===== src/pkg/sase_pkg.sv =====
// sase_pkg: constants, layouts and carrier types of the skip-and-subtract execution slice
// assumes one 250 MHz clock and a 32-bit Avalon-MM register port with byte addresses
package sase_pkg;

  ////////////////////////////////////////////////////////////////////////////
  // clock and sizes
  localparam int CLK_PERIOD_NS = 4; // machine cycle is one clock at 250 MHz
  localparam int DATA_W = 8; // accumulator and memory byte width
  localparam int MEM_DEPTH = 88; // data memory bytes
  localparam int MEM_AW = 7; // data memory address width
  localparam int BUS_AW = 5; // avalon byte address width

  ////////////////////////////////////////////////////////////////////////////
  // register byte addresses
  localparam logic [BUS_AW-1:0] OFS_INSTR = 5'h00; // issue an instruction, read last one
  localparam logic [BUS_AW-1:0] OFS_ACC = 5'h04; // accumulator
  localparam logic [BUS_AW-1:0] OFS_FLAGS = 5'h08; // status flags
  localparam logic [BUS_AW-1:0] OFS_STATUS = 5'h0C; // busy, skip pending, skip count
  localparam logic [BUS_AW-1:0] OFS_MEM_ADDR = 5'h10; // data memory pointer for software
  localparam logic [BUS_AW-1:0] OFS_MEM_DATA = 5'h14; // data memory byte at the pointer

  ////////////////////////////////////////////////////////////////////////////
  // instruction word field positions
  localparam int INSTR_IMM_LSB = 0; // immediate byte [7:0]
  localparam int INSTR_ADDR_LSB = 8; // memory address [14:8]
  localparam int INSTR_BIT_LSB = 16; // bit select [18:16]
  localparam int INSTR_OP_LSB = 20; // operation [22:20]

  // flag register bit positions
  localparam int FLAG_C_BIT = 0;
  localparam int FLAG_AC_BIT = 1;
  localparam int FLAG_Z_BIT = 2;
  localparam int FLAG_OV_BIT = 3;

  // status register bit positions
  localparam int STAT_BUSY_BIT = 0;
  localparam int STAT_SKIP_BIT = 1;
  localparam int STAT_CNT_LSB = 8;

  // reset values
  localparam logic [DATA_W-1:0] ACC_RESET = 8'h00;
  localparam logic [DATA_W-1:0] MEM_ADDR_RESET = 8'h00;

  ////////////////////////////////////////////////////////////////////////////
  // operations
  typedef enum logic [2:0] {
    OP_NOP = 3'b000,
    OP_INCREMENT_MEMORY_SKIP_ZERO = 3'b001,
    OP_INCREMENT_TO_ACCUMULATOR_SKIP_ZERO = 3'b010,
    OP_SKIP_WHEN_BIT_SET = 3'b011,
    OP_DIFFERENCE_INTO_ACC = 3'b100,
    OP_DIFFERENCE_INTO_MEMORY = 3'b101,
    OP_DIFFERENCE_IMMEDIATE = 3'b110,
    OP_RESERVED = 3'b111
  } sase_op_type;

  // executor states
  typedef enum logic [2:0] {
    ST_IDLE = 3'b000,
    ST_FETCH = 3'b001,
    ST_EXEC = 3'b010,
    ST_DUMMY = 3'b011,
    ST_SQUASH = 3'b100
  } sase_state_type;

  // decoded instruction
  typedef struct packed {
    sase_op_type op;
    logic [2:0] bit_sel;
    logic [MEM_AW-1:0] addr;
    logic [DATA_W-1:0] imm;
  } sase_instr_type;

  // arithmetic flags
  typedef struct packed {
    logic overflow_flag;
    logic z;
    logic auxiliary_carry_flag;
    logic c;
  } sase_flags_type;

endpackage : sase_pkg


===== src/rtl/sase_data_mem.sv =====
// sase_data_mem: single-port data memory with registered read data
// assumes one clock; out-of-range addresses read zero and ignore writes
`timescale 1ns/1ps
module sase_data_mem #(
  parameter int DEPTH = sase_pkg::MEM_DEPTH,
  parameter int AW = sase_pkg::MEM_AW,
  parameter int DW = sase_pkg::DATA_W
) (
  input wire logic clk_i,
  input wire logic [AW-1:0] addr_i,
  input wire logic we_i,
  input wire logic [DW-1:0] wdata_i,
  output logic [DW-1:0] rdata_o
);
  import sase_pkg::*;

  logic [DW-1:0] mem_q [DEPTH]; // storage, no reset like a real ram
  logic in_range; // address inside the array

  assign in_range = (32'(addr_i) < DEPTH);

  ////////////////////////////////////////////////////////////////////////////
  // write port
  always_ff @(posedge clk_i) begin
    if (we_i && in_range) begin
      mem_q[addr_i] <= wdata_i;
    end
  end

  // read port, old data on a same-cycle write
  always_ff @(posedge clk_i) begin
    if (in_range) begin
      rdata_o <= mem_q[addr_i];
    end else begin
      rdata_o <= '0; // holes read as zero
    end
  end

endmodule : sase_data_mem


===== src/rtl/sase_sub_alu.sv =====
// sase_sub_alu: eight-bit subtractor with overflow, zero, half and full carry
// assumes purely combinational use by the executor
`timescale 1ns/1ps
module sase_sub_alu #(
  parameter int DW = sase_pkg::DATA_W
) (
  input wire logic [DW-1:0] minuend_i,
  input wire logic [DW-1:0] subtrahend_i,
  output logic [DW-1:0] diff_o,
  output sase_pkg::sase_flags_type flags_o
);
  import sase_pkg::*;

  logic [DW:0] wide; // difference with borrow in the top bit
  logic [4:0] low; // low nibble difference with borrow

  ////////////////////////////////////////////////////////////////////////////
  // carry means no borrow, so a negative result clears it
  always_comb begin
    wide = {1'b0, minuend_i} - {1'b0, subtrahend_i};
    low = {1'b0, minuend_i[3:0]} - {1'b0, subtrahend_i[3:0]};
    diff_o = wide[DW-1:0];
    flags_o.c = ~wide[DW];
    flags_o.auxiliary_carry_flag = ~low[4];
    flags_o.z = (wide[DW-1:0] == '0);
    flags_o.overflow_flag = (minuend_i[DW-1] != subtrahend_i[DW-1]) && (wide[DW-1] != minuend_i[DW-1]);
  end

endmodule : sase_sub_alu


===== src/rtl/sase_exec.sv =====
// sase_exec: executes the increment-skip, bit-skip and subtract instructions
// assumes an avalon-mm master on the same clock issues instructions through the register port
//
// Added by the designer: the Avalon-MM interface to the registers and the address map.
`timescale 1ns/1ps
module sase_exec (
  input wire logic clk_i,
  input wire logic nrst_i,
  input wire logic [sase_pkg::BUS_AW-1:0] avs_address_i,
  input wire logic avs_read_i,
  input wire logic avs_write_i,
  input wire logic [31:0] avs_writedata_i,
  input wire logic [3:0] avs_byteenable_i,
  output logic [31:0] avs_readdata_o,
  output logic avs_waitrequest_o,
  output logic busy_o
);
  import sase_pkg::*;

  ////////////////////////////////////////////////////////////////////////////
  // declarations
  sase_state_type state_q; // executor state
  sase_state_type state_d;
  sase_instr_type instr_q; // instruction being executed
  logic [31:0] instr_word_q; // last instruction word as written
  logic [DATA_W-1:0] acc_q; // accumulator
  sase_flags_type flags_q; // arithmetic flags
  logic skip_pend_q; // next issued instruction is to be dropped
  logic [7:0] skip_cnt_q; // dropped instructions, wraps
  logic [MEM_AW-1:0] mem_ptr_q; // software memory pointer
  logic rd_pend_q; // memory read by software in flight
  logic wait_q; // waitrequest register

  logic req; // master presents a request
  logic needs_idle; // access that conflicts with execution
  logic accept; // request taken this cycle
  logic issue; // accepted write to the instruction register
  logic [31:0] merged; // write data merged under byte enables
  logic [31:0] rd_mux; // read data of register accesses

  logic [MEM_AW-1:0] mem_addr; // memory port address
  logic mem_we; // memory port write
  logic [DATA_W-1:0] mem_wdata; // memory port write data
  logic [DATA_W-1:0] mem_rdata; // registered memory read data

  logic [DATA_W-1:0] sub_b; // subtrahend: memory or immediate
  logic [DATA_W-1:0] diff; // subtractor result
  sase_flags_type sub_flags; // subtractor flags
  logic [DATA_W-1:0] inc_val; // memory byte plus one
  logic skip_now; // current instruction skips its successor

  ////////////////////////////////////////////////////////////////////////////
  // byte-lane merge of a write with the old register value
  function automatic logic [31:0] merge_be(input logic [31:0] old_v, input logic [31:0] new_v,
                                           input logic [3:0] be);
    logic [31:0] r;
    r = old_v;
    for (int i = 0; i < 4; i++) begin
      if (be[i]) begin
        r[i*8 +: 8] = new_v[i*8 +: 8];
      end
    end
    return r;
  endfunction : merge_be

  ////////////////////////////////////////////////////////////////////////////
  // bus request decode
  // writes to instr, acc and flags and all memory data accesses wait while an instruction runs, so software
  // never races the executor for the accumulator, flags or memory port
  // reads of acc, flags and status pass while busy and show the state of
  // the instruction in flight; software polls busy before trusting them
  always_comb begin
    req = avs_read_i || avs_write_i;
    needs_idle = (avs_write_i && (avs_address_i == OFS_INSTR || avs_address_i == OFS_ACC ||
                                  avs_address_i == OFS_FLAGS)) ||
                 (avs_address_i == OFS_MEM_DATA);
    accept = req && wait_q && !rd_pend_q && !(needs_idle && state_q != ST_IDLE);
    issue = accept && avs_write_i && (avs_address_i == OFS_INSTR);
  end

  // read multiplexer and write merge source
  always_comb begin
    rd_mux = 32'h0000_0000; // unmapped reads give zero
    case (avs_address_i)
      OFS_INSTR: rd_mux = instr_word_q;
      OFS_ACC: rd_mux = {24'h00_0000, acc_q};
      OFS_FLAGS: rd_mux = {28'h000_0000, flags_q};
      OFS_STATUS: begin
        rd_mux[STAT_BUSY_BIT] = (state_q != ST_IDLE);
        rd_mux[STAT_SKIP_BIT] = skip_pend_q;
        rd_mux[STAT_CNT_LSB +: 8] = skip_cnt_q;
      end
      OFS_MEM_ADDR: rd_mux = {25'h000_0000, mem_ptr_q};
      default: rd_mux = 32'h0000_0000;
    endcase
    merged = merge_be(rd_mux, avs_writedata_i, avs_byteenable_i);
  end

  ////////////////////////////////////////////////////////////////////////////
  // waitrequest and read data: answer one edge after acceptance,
  // two edges for a memory read because the ram output is registered
  // the extra cycle matters: answering one edge early would hand back
  // the byte of whatever address the ram saw before the pointer
  always_ff @(posedge clk_i or negedge nrst_i) begin
    if (!nrst_i) begin
      wait_q <= 1'b1;
      rd_pend_q <= 1'b0;
      avs_readdata_o <= 32'h0000_0000;
    end else if (rd_pend_q) begin
      // ram data for the pointer captured last edge
      rd_pend_q <= 1'b0;
      wait_q <= 1'b0;
      avs_readdata_o <= {24'h00_0000, mem_rdata};
    end else if (accept && avs_read_i && avs_address_i == OFS_MEM_DATA) begin
      rd_pend_q <= 1'b1; // hold the master one more cycle
    end else if (accept) begin
      wait_q <= 1'b0;
      avs_readdata_o <= rd_mux;
    end else begin
      wait_q <= 1'b1; // completion seen, back to stalling
    end
  end

  assign avs_waitrequest_o = wait_q;

  ////////////////////////////////////////////////////////////////////////////
  // software memory pointer
  always_ff @(posedge clk_i or negedge nrst_i) begin
    if (!nrst_i) begin
      mem_ptr_q <= MEM_ADDR_RESET[MEM_AW-1:0];
    end else if (accept && avs_write_i && avs_address_i == OFS_MEM_ADDR) begin
      mem_ptr_q <= merged[MEM_AW-1:0];
    end
  end

  ////////////////////////////////////////////////////////////////////////////
  // datapath
  assign sub_b = (instr_q.op == OP_DIFFERENCE_IMMEDIATE) ? instr_q.imm : mem_rdata;
  assign inc_val = mem_rdata + 8'h01;

  sase_sub_alu #(
    .DW(DATA_W)
  ) u_alu (
    .minuend_i(acc_q),
    .subtrahend_i(sub_b),
    .diff_o(diff),
    .flags_o(sub_flags)
  );

  // skip decision of the instruction in execute
  always_comb begin
    case (instr_q.op)
      OP_INCREMENT_MEMORY_SKIP_ZERO: skip_now = (inc_val == 8'h00);
      OP_INCREMENT_TO_ACCUMULATOR_SKIP_ZERO: skip_now = (inc_val == 8'h00);
      OP_SKIP_WHEN_BIT_SET: skip_now = mem_rdata[instr_q.bit_sel];
      default: skip_now = 1'b0;
    endcase
  end

  // memory port: executor owns it while busy, software while idle
  always_comb begin
    mem_addr = mem_ptr_q;
    mem_we = 1'b0;
    mem_wdata = merged[DATA_W-1:0];
    if (state_q == ST_FETCH) begin
      mem_addr = instr_q.addr; // operand read
    end else if (state_q == ST_EXEC) begin
      mem_addr = instr_q.addr;
      case (instr_q.op)
        OP_INCREMENT_MEMORY_SKIP_ZERO: begin
          mem_we = 1'b1; // write back the incremented byte
          mem_wdata = inc_val;
        end
        OP_DIFFERENCE_INTO_MEMORY: begin
          mem_we = 1'b1; // difference replaces the operand
          mem_wdata = diff;
        end
        default: mem_we = 1'b0; // other ops leave memory alone
      endcase
    end else if (state_q == ST_IDLE) begin
      mem_we = accept && avs_write_i && (avs_address_i == OFS_MEM_DATA) && avs_byteenable_i[0];
    end
  end

  sase_data_mem #(
    .DEPTH(MEM_DEPTH),
    .AW(MEM_AW),
    .DW(DATA_W)
  ) u_mem (
    .clk_i(clk_i),
    .addr_i(mem_addr),
    .we_i(mem_we),
    .wdata_i(mem_wdata),
    .rdata_o(mem_rdata)
  );

  ////////////////////////////////////////////////////////////////////////////
  // executor state machine
  // fetch reads the operand, exec writes results; no forwarding needed
  // because a new issue always waits for the idle state
  always_comb begin
    state_d = state_q;
    case (state_q)
      ST_IDLE: begin
        if (issue) begin
          // a pending skip turns this instruction into a squash
          state_d = skip_pend_q ? ST_SQUASH : ST_FETCH;
        end
      end
      ST_FETCH: state_d = ST_EXEC;
      ST_EXEC: state_d = skip_now ? ST_DUMMY : ST_IDLE;
      ST_DUMMY: state_d = ST_IDLE; // third machine cycle of a taken skip
      ST_SQUASH: state_d = ST_IDLE; // dropped instruction, no effect
      default: state_d = ST_IDLE;
    endcase
  end

  always_ff @(posedge clk_i or negedge nrst_i) begin
    if (!nrst_i) begin
      state_q <= ST_IDLE;
      busy_o <= 1'b0;
    end else begin
      state_q <= state_d;
      busy_o <= (state_d != ST_IDLE);
    end
  end

  ////////////////////////////////////////////////////////////////////////////
  // instruction latch; the raw word reads back even when squashed
  always_ff @(posedge clk_i or negedge nrst_i) begin
    if (!nrst_i) begin
      instr_q <= '0;
      instr_word_q <= 32'h0000_0000;
    end else if (issue) begin
      instr_word_q <= merged;
      if (!skip_pend_q) begin
        instr_q.op <= sase_op_type'(merged[INSTR_OP_LSB +: 3]);
        instr_q.bit_sel <= merged[INSTR_BIT_LSB +: 3];
        instr_q.addr <= merged[INSTR_ADDR_LSB +: MEM_AW];
        instr_q.imm <= merged[INSTR_IMM_LSB +: DATA_W];
      end
    end
  end

  ////////////////////////////////////////////////////////////////////////////
  // skip bookkeeping: the flag is raised by a taken skip and consumed by
  // the next issue; both cannot meet since issue needs the idle state
  always_ff @(posedge clk_i or negedge nrst_i) begin
    if (!nrst_i) begin
      skip_pend_q <= 1'b0;
      skip_cnt_q <= 8'h00;
    end else if (state_q == ST_EXEC && skip_now) begin
      skip_pend_q <= 1'b1;
    end else if (issue && skip_pend_q) begin
      skip_pend_q <= 1'b0;
      skip_cnt_q <= skip_cnt_q + 8'h01;
    end
  end

  ////////////////////////////////////////////////////////////////////////////
  // accumulator
  always_ff @(posedge clk_i or negedge nrst_i) begin
    if (!nrst_i) begin
      acc_q <= ACC_RESET;
    end else if (state_q == ST_EXEC) begin
      case (instr_q.op)
        OP_INCREMENT_TO_ACCUMULATOR_SKIP_ZERO: acc_q <= inc_val;
        OP_DIFFERENCE_INTO_ACC: acc_q <= diff;
        OP_DIFFERENCE_IMMEDIATE: acc_q <= diff;
        default: acc_q <= acc_q; // memory-result ops keep it
      endcase
    end else if (accept && avs_write_i && avs_address_i == OFS_ACC) begin
      acc_q <= merged[DATA_W-1:0];
    end
  end

  ////////////////////////////////////////////////////////////////////////////
  // flags: only the three subtract forms and software writes touch them, skips never do
  always_ff @(posedge clk_i or negedge nrst_i) begin
    if (!nrst_i) begin
      flags_q <= '0;
    end else if (state_q == ST_EXEC) begin
      case (instr_q.op)
        OP_DIFFERENCE_INTO_ACC: flags_q <= sub_flags;
        OP_DIFFERENCE_INTO_MEMORY: flags_q <= sub_flags;
        OP_DIFFERENCE_IMMEDIATE: flags_q <= sub_flags;
        default: flags_q <= flags_q;
      endcase
    end else if (accept && avs_write_i && avs_address_i == OFS_FLAGS) begin
      flags_q <= merged[3:0]; // preload for tests of later code
    end
  end

endmodule : sase_exec


===== config.mk =====
export PLATFORM = sky130hd
export DESIGN_NAME = sase_exec
export DESIGN_NICKNAME = d
export VERILOG_FILES = /design/src/pkg/sase_pkg.sv /design/src/rtl/sase_data_mem.sv /design/src/rtl/sase_sub_alu.sv /design/src/rtl/sase_exec.sv
export SDC_FILE = /design/constraint.sdc
export NUM_CORES = 1
export LEC_CHECK = 0
export ABC_AREA = 1
export ABC_CLOCK_PERIOD_IN_PS = 8450
export BUFFER_PORTS_ARGS = -buffer_cell sky130_fd_sc_hd__buf_2
export CORE_MARGIN = 2
export CORE_UTILIZATION = 34
export CTS_CLUSTER_DIAMETER = 30
export DETAILED_ROUTE_END_ITERATION = 6
export SKIP_CTS_REPAIR_TIMING = 1
export SLEW_MARGIN = 10
export SYNTH_ARGS = -nofsm -noshare
export SYNTH_HDL_FRONTEND = slang
export SYNTH_SLANG_ARGS = --single-unit

===== constraint.sdc =====
create_clock -name clk_i -period 8.45 [get_ports clk_i]
set_input_delay 1.69 -clock clk_i [delete_from_list [all_inputs] [get_ports clk_i]]
set_output_delay 1.69 -clock clk_i [all_outputs]
set_load 0.01 [all_outputs]

* After elaboration in Yosys (flattened, before gate mapping)
Memory sizes are Yosys's and may differ from the RTL's. A register that Yosys moved wholly into a read port is not among the register bits.
Cells that the tools add are included.
** Storage, ports and cells
- Bits in registers :: 119
- Bits in writable memories :: 704
- Input port bits :: 45
- Output and inout bits :: 34
- Word-level logic and storage cells :: 134
- Memories :: 1
** Memories
- u_mem.mem_q :: depth 88, width 8, read ports 1, clocked after Yosys merged registers in 1, write ports 1, RTL line sase_data_mem.sv:17 : logic [DW-1:0] mem_q [DEPTH];
** Operators by class
- Add/sub/neg operators :: 4
- $lt $le $gt $ge :: 2
- Equal/unequal tests :: 18
- Multiplexer cells :: 43
- Bitwise logic cells :: 4
- Reduce and logical (&&, ||, !) cells :: 44
** Operators by type and width (count)
- $mux 32 :: 3
- $mux 8 :: 9
- $pmux 8 s2 :: 3
- $pmux 6 s4 :: 1
- $logic_and 1x1->1 :: 18
- $add 8x1->8 const B :: 2
- $logic_not 8->1 :: 2
- $mux 16 :: 1
- $mux 1 :: 14
- $mux 7 :: 2
- $mux 4 :: 3
- $eq 5x4->1 const B :: 2
- $eq 5x5->1 const B :: 2
- $pmux 2 s5 :: 1
- $reduce_and 2->1 :: 5
- $eq 3x2->1 const B :: 3
- $eq 3x3->1 const B :: 3
- $pmux 3 s3 :: 1
- $sub 8x8->9 :: 1
- $reduce_bool 2->1 :: 4
- $lt 7x7->1 const B :: 1
- $eq 3x1->1 const B :: 2
- $mux 3 :: 2
- $reduce_bool 3->1 :: 2
- other kinds (16) :: 28

* Longest topological paths before layout
- Word-level depth :: 17
- Depth in mapped cells :: 20
- Mapped depth without buffers :: 18

* By module
A second synthesis with hierarchy kept.
** Unflattened totals
- Cell total of the unflattened synthesis :: 3932
- Area, all modules :: 37385.9 um^2
** Modules (own cells, without submodules)
- sase_data_mem :: times used 1, cells each 2985, area an instance 30553.1 um^2, sequential area each 21300.4 um^2
- sase_exec :: times used 1, cells each 864, area an instance 6386.1 um^2, sequential area each 2979.1 um^2
- sase_sub_alu :: times used 1, cells each 83, area an instance 446.7 um^2, sequential area each 0.0 um^2

* Least setup slack after synthesis
Ideal clock, no wire load.
- Kind :: in2reg
- Start point :: in avs_address_i[1] in the netlist's numbering
- End point :: mem u_mem.mem_q[0][6] in the netlist's numbering (data pin)
- Setup time :: 0.887 ns
- Arrival time :: 6.140 ns
- Required time :: 7.563 ns
- Setup slack :: 1.423 ns
- Cell stages on the path :: 9
- Buffers on the path :: 0
- Cells stage by stage :: nor2_2 nand3_2 clkinv_1 nand2_1 o211ai_1 nand2_1 nand2_1 a21oi_1 o21ai_0
** On the way
- Cells in the longest elaborated chain, start to end :: 6
- Elaborated cells on any way between the ends :: 9
- Classes of those cells :: eq/ne (3); mux (5); reduce/logical (1)
** Ends and longest elaborated chain
- start: declaration :: RTL line sase_exec.sv:9 : input wire logic [sase_pkg::BUS_AW-1:0] avs_address_i,
- $eq 5x5->1 (tied with other cells) :: RTL line sase_exec.sv:84 : case (avs_address_i)
- $pmux 6 s4 (*) :: RTL line sase_exec.sv:84
- $mux 8 (*) :: RTL line sase_exec.sv:59 : if (be[i]) begin
- $pmux 8 s2 :: RTL line sase_exec.sv:169 : case (instr_q.op)
- $mux 8 :: RTL line sase_exec.sv:167 : end else if (state_q == ST_EXEC) begin
- $mux 8 (*) :: RTL line sase_exec.sv:165 : if (state_q == ST_FETCH) begin
- named net mem_wdata[6] :: RTL line sase_exec.sv:43 : logic [DATA_W-1:0] mem_wdata;
- end: declaration :: RTL line sase_data_mem.sv:17
Mark *: on every way through the listed nets, which the timed path passes. The rest lies on a longest branch.

* Final worst setup path
- Start point :: in avs_address_i[1] in the netlist's numbering
- End point :: mem u_mem.mem_q[16][7] in the netlist's numbering (data pin)
Same word-level chain as after synthesis.

==> run summary <==
Total power -> 0.0126 W
Commonest non-fill, non-tap cell in the layout -> nand2_1
Met1 global-route usage -> 23.6%
Max Cap Viol -> 0
Die width -> 335 microns
Netlist cell types -> 53
DR iter-0 viols -> 2500
Worst setup SP type -> input port
Cell Pwr Density -> 285 nW/um^2
Fin Setup TNS -> 0 ps
Share of cells above drive strength 1 -> 10.8%
Htree depth -> 4
Type of the most critical hold path -> flip-flop to flip-flop
Crit-path max FO -> 69
Transition time of the tightest slew-check pin -> 1170 ps
Clk buf depth -> 3
Fillers -> 10400
DR DRC count -> 0
N_diodes -> 0
Final Hold Fails -> 0
Most frequent cells in the layout -> nand2_1 (1585), edfxtp_1 (704), inv_1 (442)
RSZ-0062 raised after global routing -> no
Initial Util -> 34.2%
GR Overflow Total -> 0
Area grow syn2layout -> 19.0%
First-pass GRT wire length -> 148000 microns
Leakage -> 19.0 nW
Endpoint class of the critical path -> flip-flop
Via/cell ratio -> 4.72
Ys Warns -> 0
Flops & latches, synth -> 831
Drt first pass iters -> 5
IO Pins -> 79
Syn_nets -> 3881
CTS buffer count -> 159
CTS clk-pin slew, worst paths -> 40 ps
WS Path Type -> input port to flip-flop
Die area -> 112000 sq um
Status -> finished, final reports clean
Final Critical Period -> 4830 ps
WL/cell -> 17.6 microns
Syn Area/Cell -> 9.71 sq um
Post-Synthesis Cells -> 3825
Gpl congestion -> 0.884
Worst VDD drop -> 0.165 mV
Sequential fraction of the synthesis area -> 65.3%
Met2 usage -> 27.2%
Vias in the first global route -> 24900
Fin nets -> 3988
Tot GR Track Use -> 17.1%
Worst endpoint required time -> 8840 ps
Final period util -> 57.1%
Synth Cell Area -> 37200 sq um
Core box area -> 109000 sq um
CTS tree -> done
Routed wire length -> 96400 microns
Met3 Track Usage GR -> 3.53%
Worst Skew -> 29.4 ps
Max-slew violations -> 0
Root buf cell -> clkbuf_16
Dpl hpwl -> 57900 microns
Vias -> 25800
Setup-failing EPs final -> 0
Post-route ant nets -> 0
F_max -> 0.207 GHz
Port Buffer Count -> 78
Cell Rows -> 121
Gr busiest metal -> met2
Worst-Skew Late Latency -> 750 ps
Rel. slew slack -> 21.8%
Footprint of the multi-input gates -> 10300 sq um
Register area -> 24300 sq um
Post-layout util -> 40.7%
Largest net degree at the start of global routing -> 193
WP data arrival -> 5220 ps
Clock Sinks -> 831
Initial antenna violation count -> 0
Die H -> 335 microns
[where the power goes]
group          internal, W  switching, W
logic             0.000429       0.00118
clock network      0.00420       0.00214
registers          0.00456     0.0000695
total              0.00919       0.00339
[area by class of cell]
cell class / instances / area share, %
clock inverters: 102 / 2.64
repair buffers: 113 / 1.56
multi-input cells: 2377 / 23.4
flip-flops and latches: 831 / 54.9
inverters: 450 / 3.82
clock buffers: 190 / 9.73
well taps: 1414 / 4.00
[layer usage]
| layer | vias up | share of wire, % |
|---|---|---|
| met1 | 12200 | 45 |
| met2 | 920 | 46 |
| met3 | 148 | 7.1 |
| met5 | - | 0 |
| met4 | 0 | 2.1 |
| li1 | 12600 | - |
[path summary, 6_finish.rpt]
kind / slack, ps / startpoint / to / cells after the start
worst max-delay path: 3620 / avs_address_i[1] / u_mem.mem_q[16][7] / 10
worst min-delay path: 470 / instr_q[13] / instr_q[13] / 2
worst max register to register: 3680 / instr_q[20] / u_mem.mem_q[78][6] / 16
worst min register to register: 470 / instr_q[13] / instr_q[13] / 2
max in group asynchronous: 6070 / nrst_i / instr_word_q[13] / 2
min in group asynchronous: 960 / nrst_i / flags_q[1] / 1
[stage by stage]
step	cell area, sq um	hold WS [ps]	worst slack (ps)	cells
final	44200	471	3620	5477
after global routing	44200	495	3130	5477
after CTS	44200	470	3630	5476
after detailed placement	38700	458	2890	5184
after global placement	38700	453	2970	5184
after floorplan	37200	442	1420	3825
[critical path, stage by stage]
cell	delay, ps
buf_2	100
nor2_2	280
nand3_2	420
clkinv_1	470
a22o_1	210
inv_1	50
nand2_1	50
o21ai_0	250
o21ai_4	760
buf_4	870
[cell usage after synthesis, drive strengths merged]
| cell type | instances | area [sq um] |
|---|---|---|
| a21oi | 21 | 116 |
| nand4 | 11 | 68.8 |
| nor4 | 2 | 12.5 |
| xor2 | 16 | 140 |
| xnor2 | 4 | 35.0 |
| mux2i | 1 | 10.0 |
| o21ai | 134 | 674 |
| o22ai | 24 | 150 |
| edfxtp | 704 | 21100 |
| a22oi | 3 | 22.5 |
| o31ai | 1 | 7.51 |
| nand3 | 202 | 1060 |
| clkinv | 4 | 15.0 |
| nand2 | 1596 | 6040 |
| nor2 | 259 | 1010 |
| o41ai | 1 | 8.76 |
| a211oi | 4 | 30.0 |
| dfstp | 1 | 26.3 |
| dfxtp | 8 | 160 |
| inv | 446 | 1680 |
| ha | 10 | 125 |
| nor3 | 7 | 45.0 |
| a21boi | 1 | 11.3 |
| o211ai | 40 | 330 |
| clkbuf | 35 | 131 |
| o21a | 2 | 15.0 |
| a31oi | 7 | 43.8 |
| buf | 132 | 855 |
| dfrtp | 118 | 2950 |
| o22a | 1 | 8.76 |
| or2 | 18 | 113 |
| o221ai | 7 | 61.3 |
| o21bai | 2 | 18.8 |
| a221oi | 1 | 8.76 |
| a22o | 1 | 8.76 |
| fa | 1 | 20.0 |
[cell families after synthesis]
logic type / after synthesis / synth area share, %
AOI/OAI and AO/OA: 250 / 4.08
xor gates and xnor gates: 20 / 0.471
and+or+nand+nor: 2095 / 22.5
adders and majority gates: 11 / 0.391
buffers and inverters: 617 / 7.21
DFF: 831 / 65.3
muxes: 1 / 0.0269
[flip-flops by register name, summed over array words and instances (netlist names)]
name,cells
state_q,3
u_mem.mem_q,704
u_mem.rdata_o,8
mem_ptr_q,7
rd_pend_q,1
avs_readdata_o,32
busy_o,1
instr_q,21
instr_word_q,32
skip_pend_q,1
flags_q,4
acc_q,8
skip_cnt_q,8
avs_waitrequest_o,1
Power figures use the tool's default switching activity.
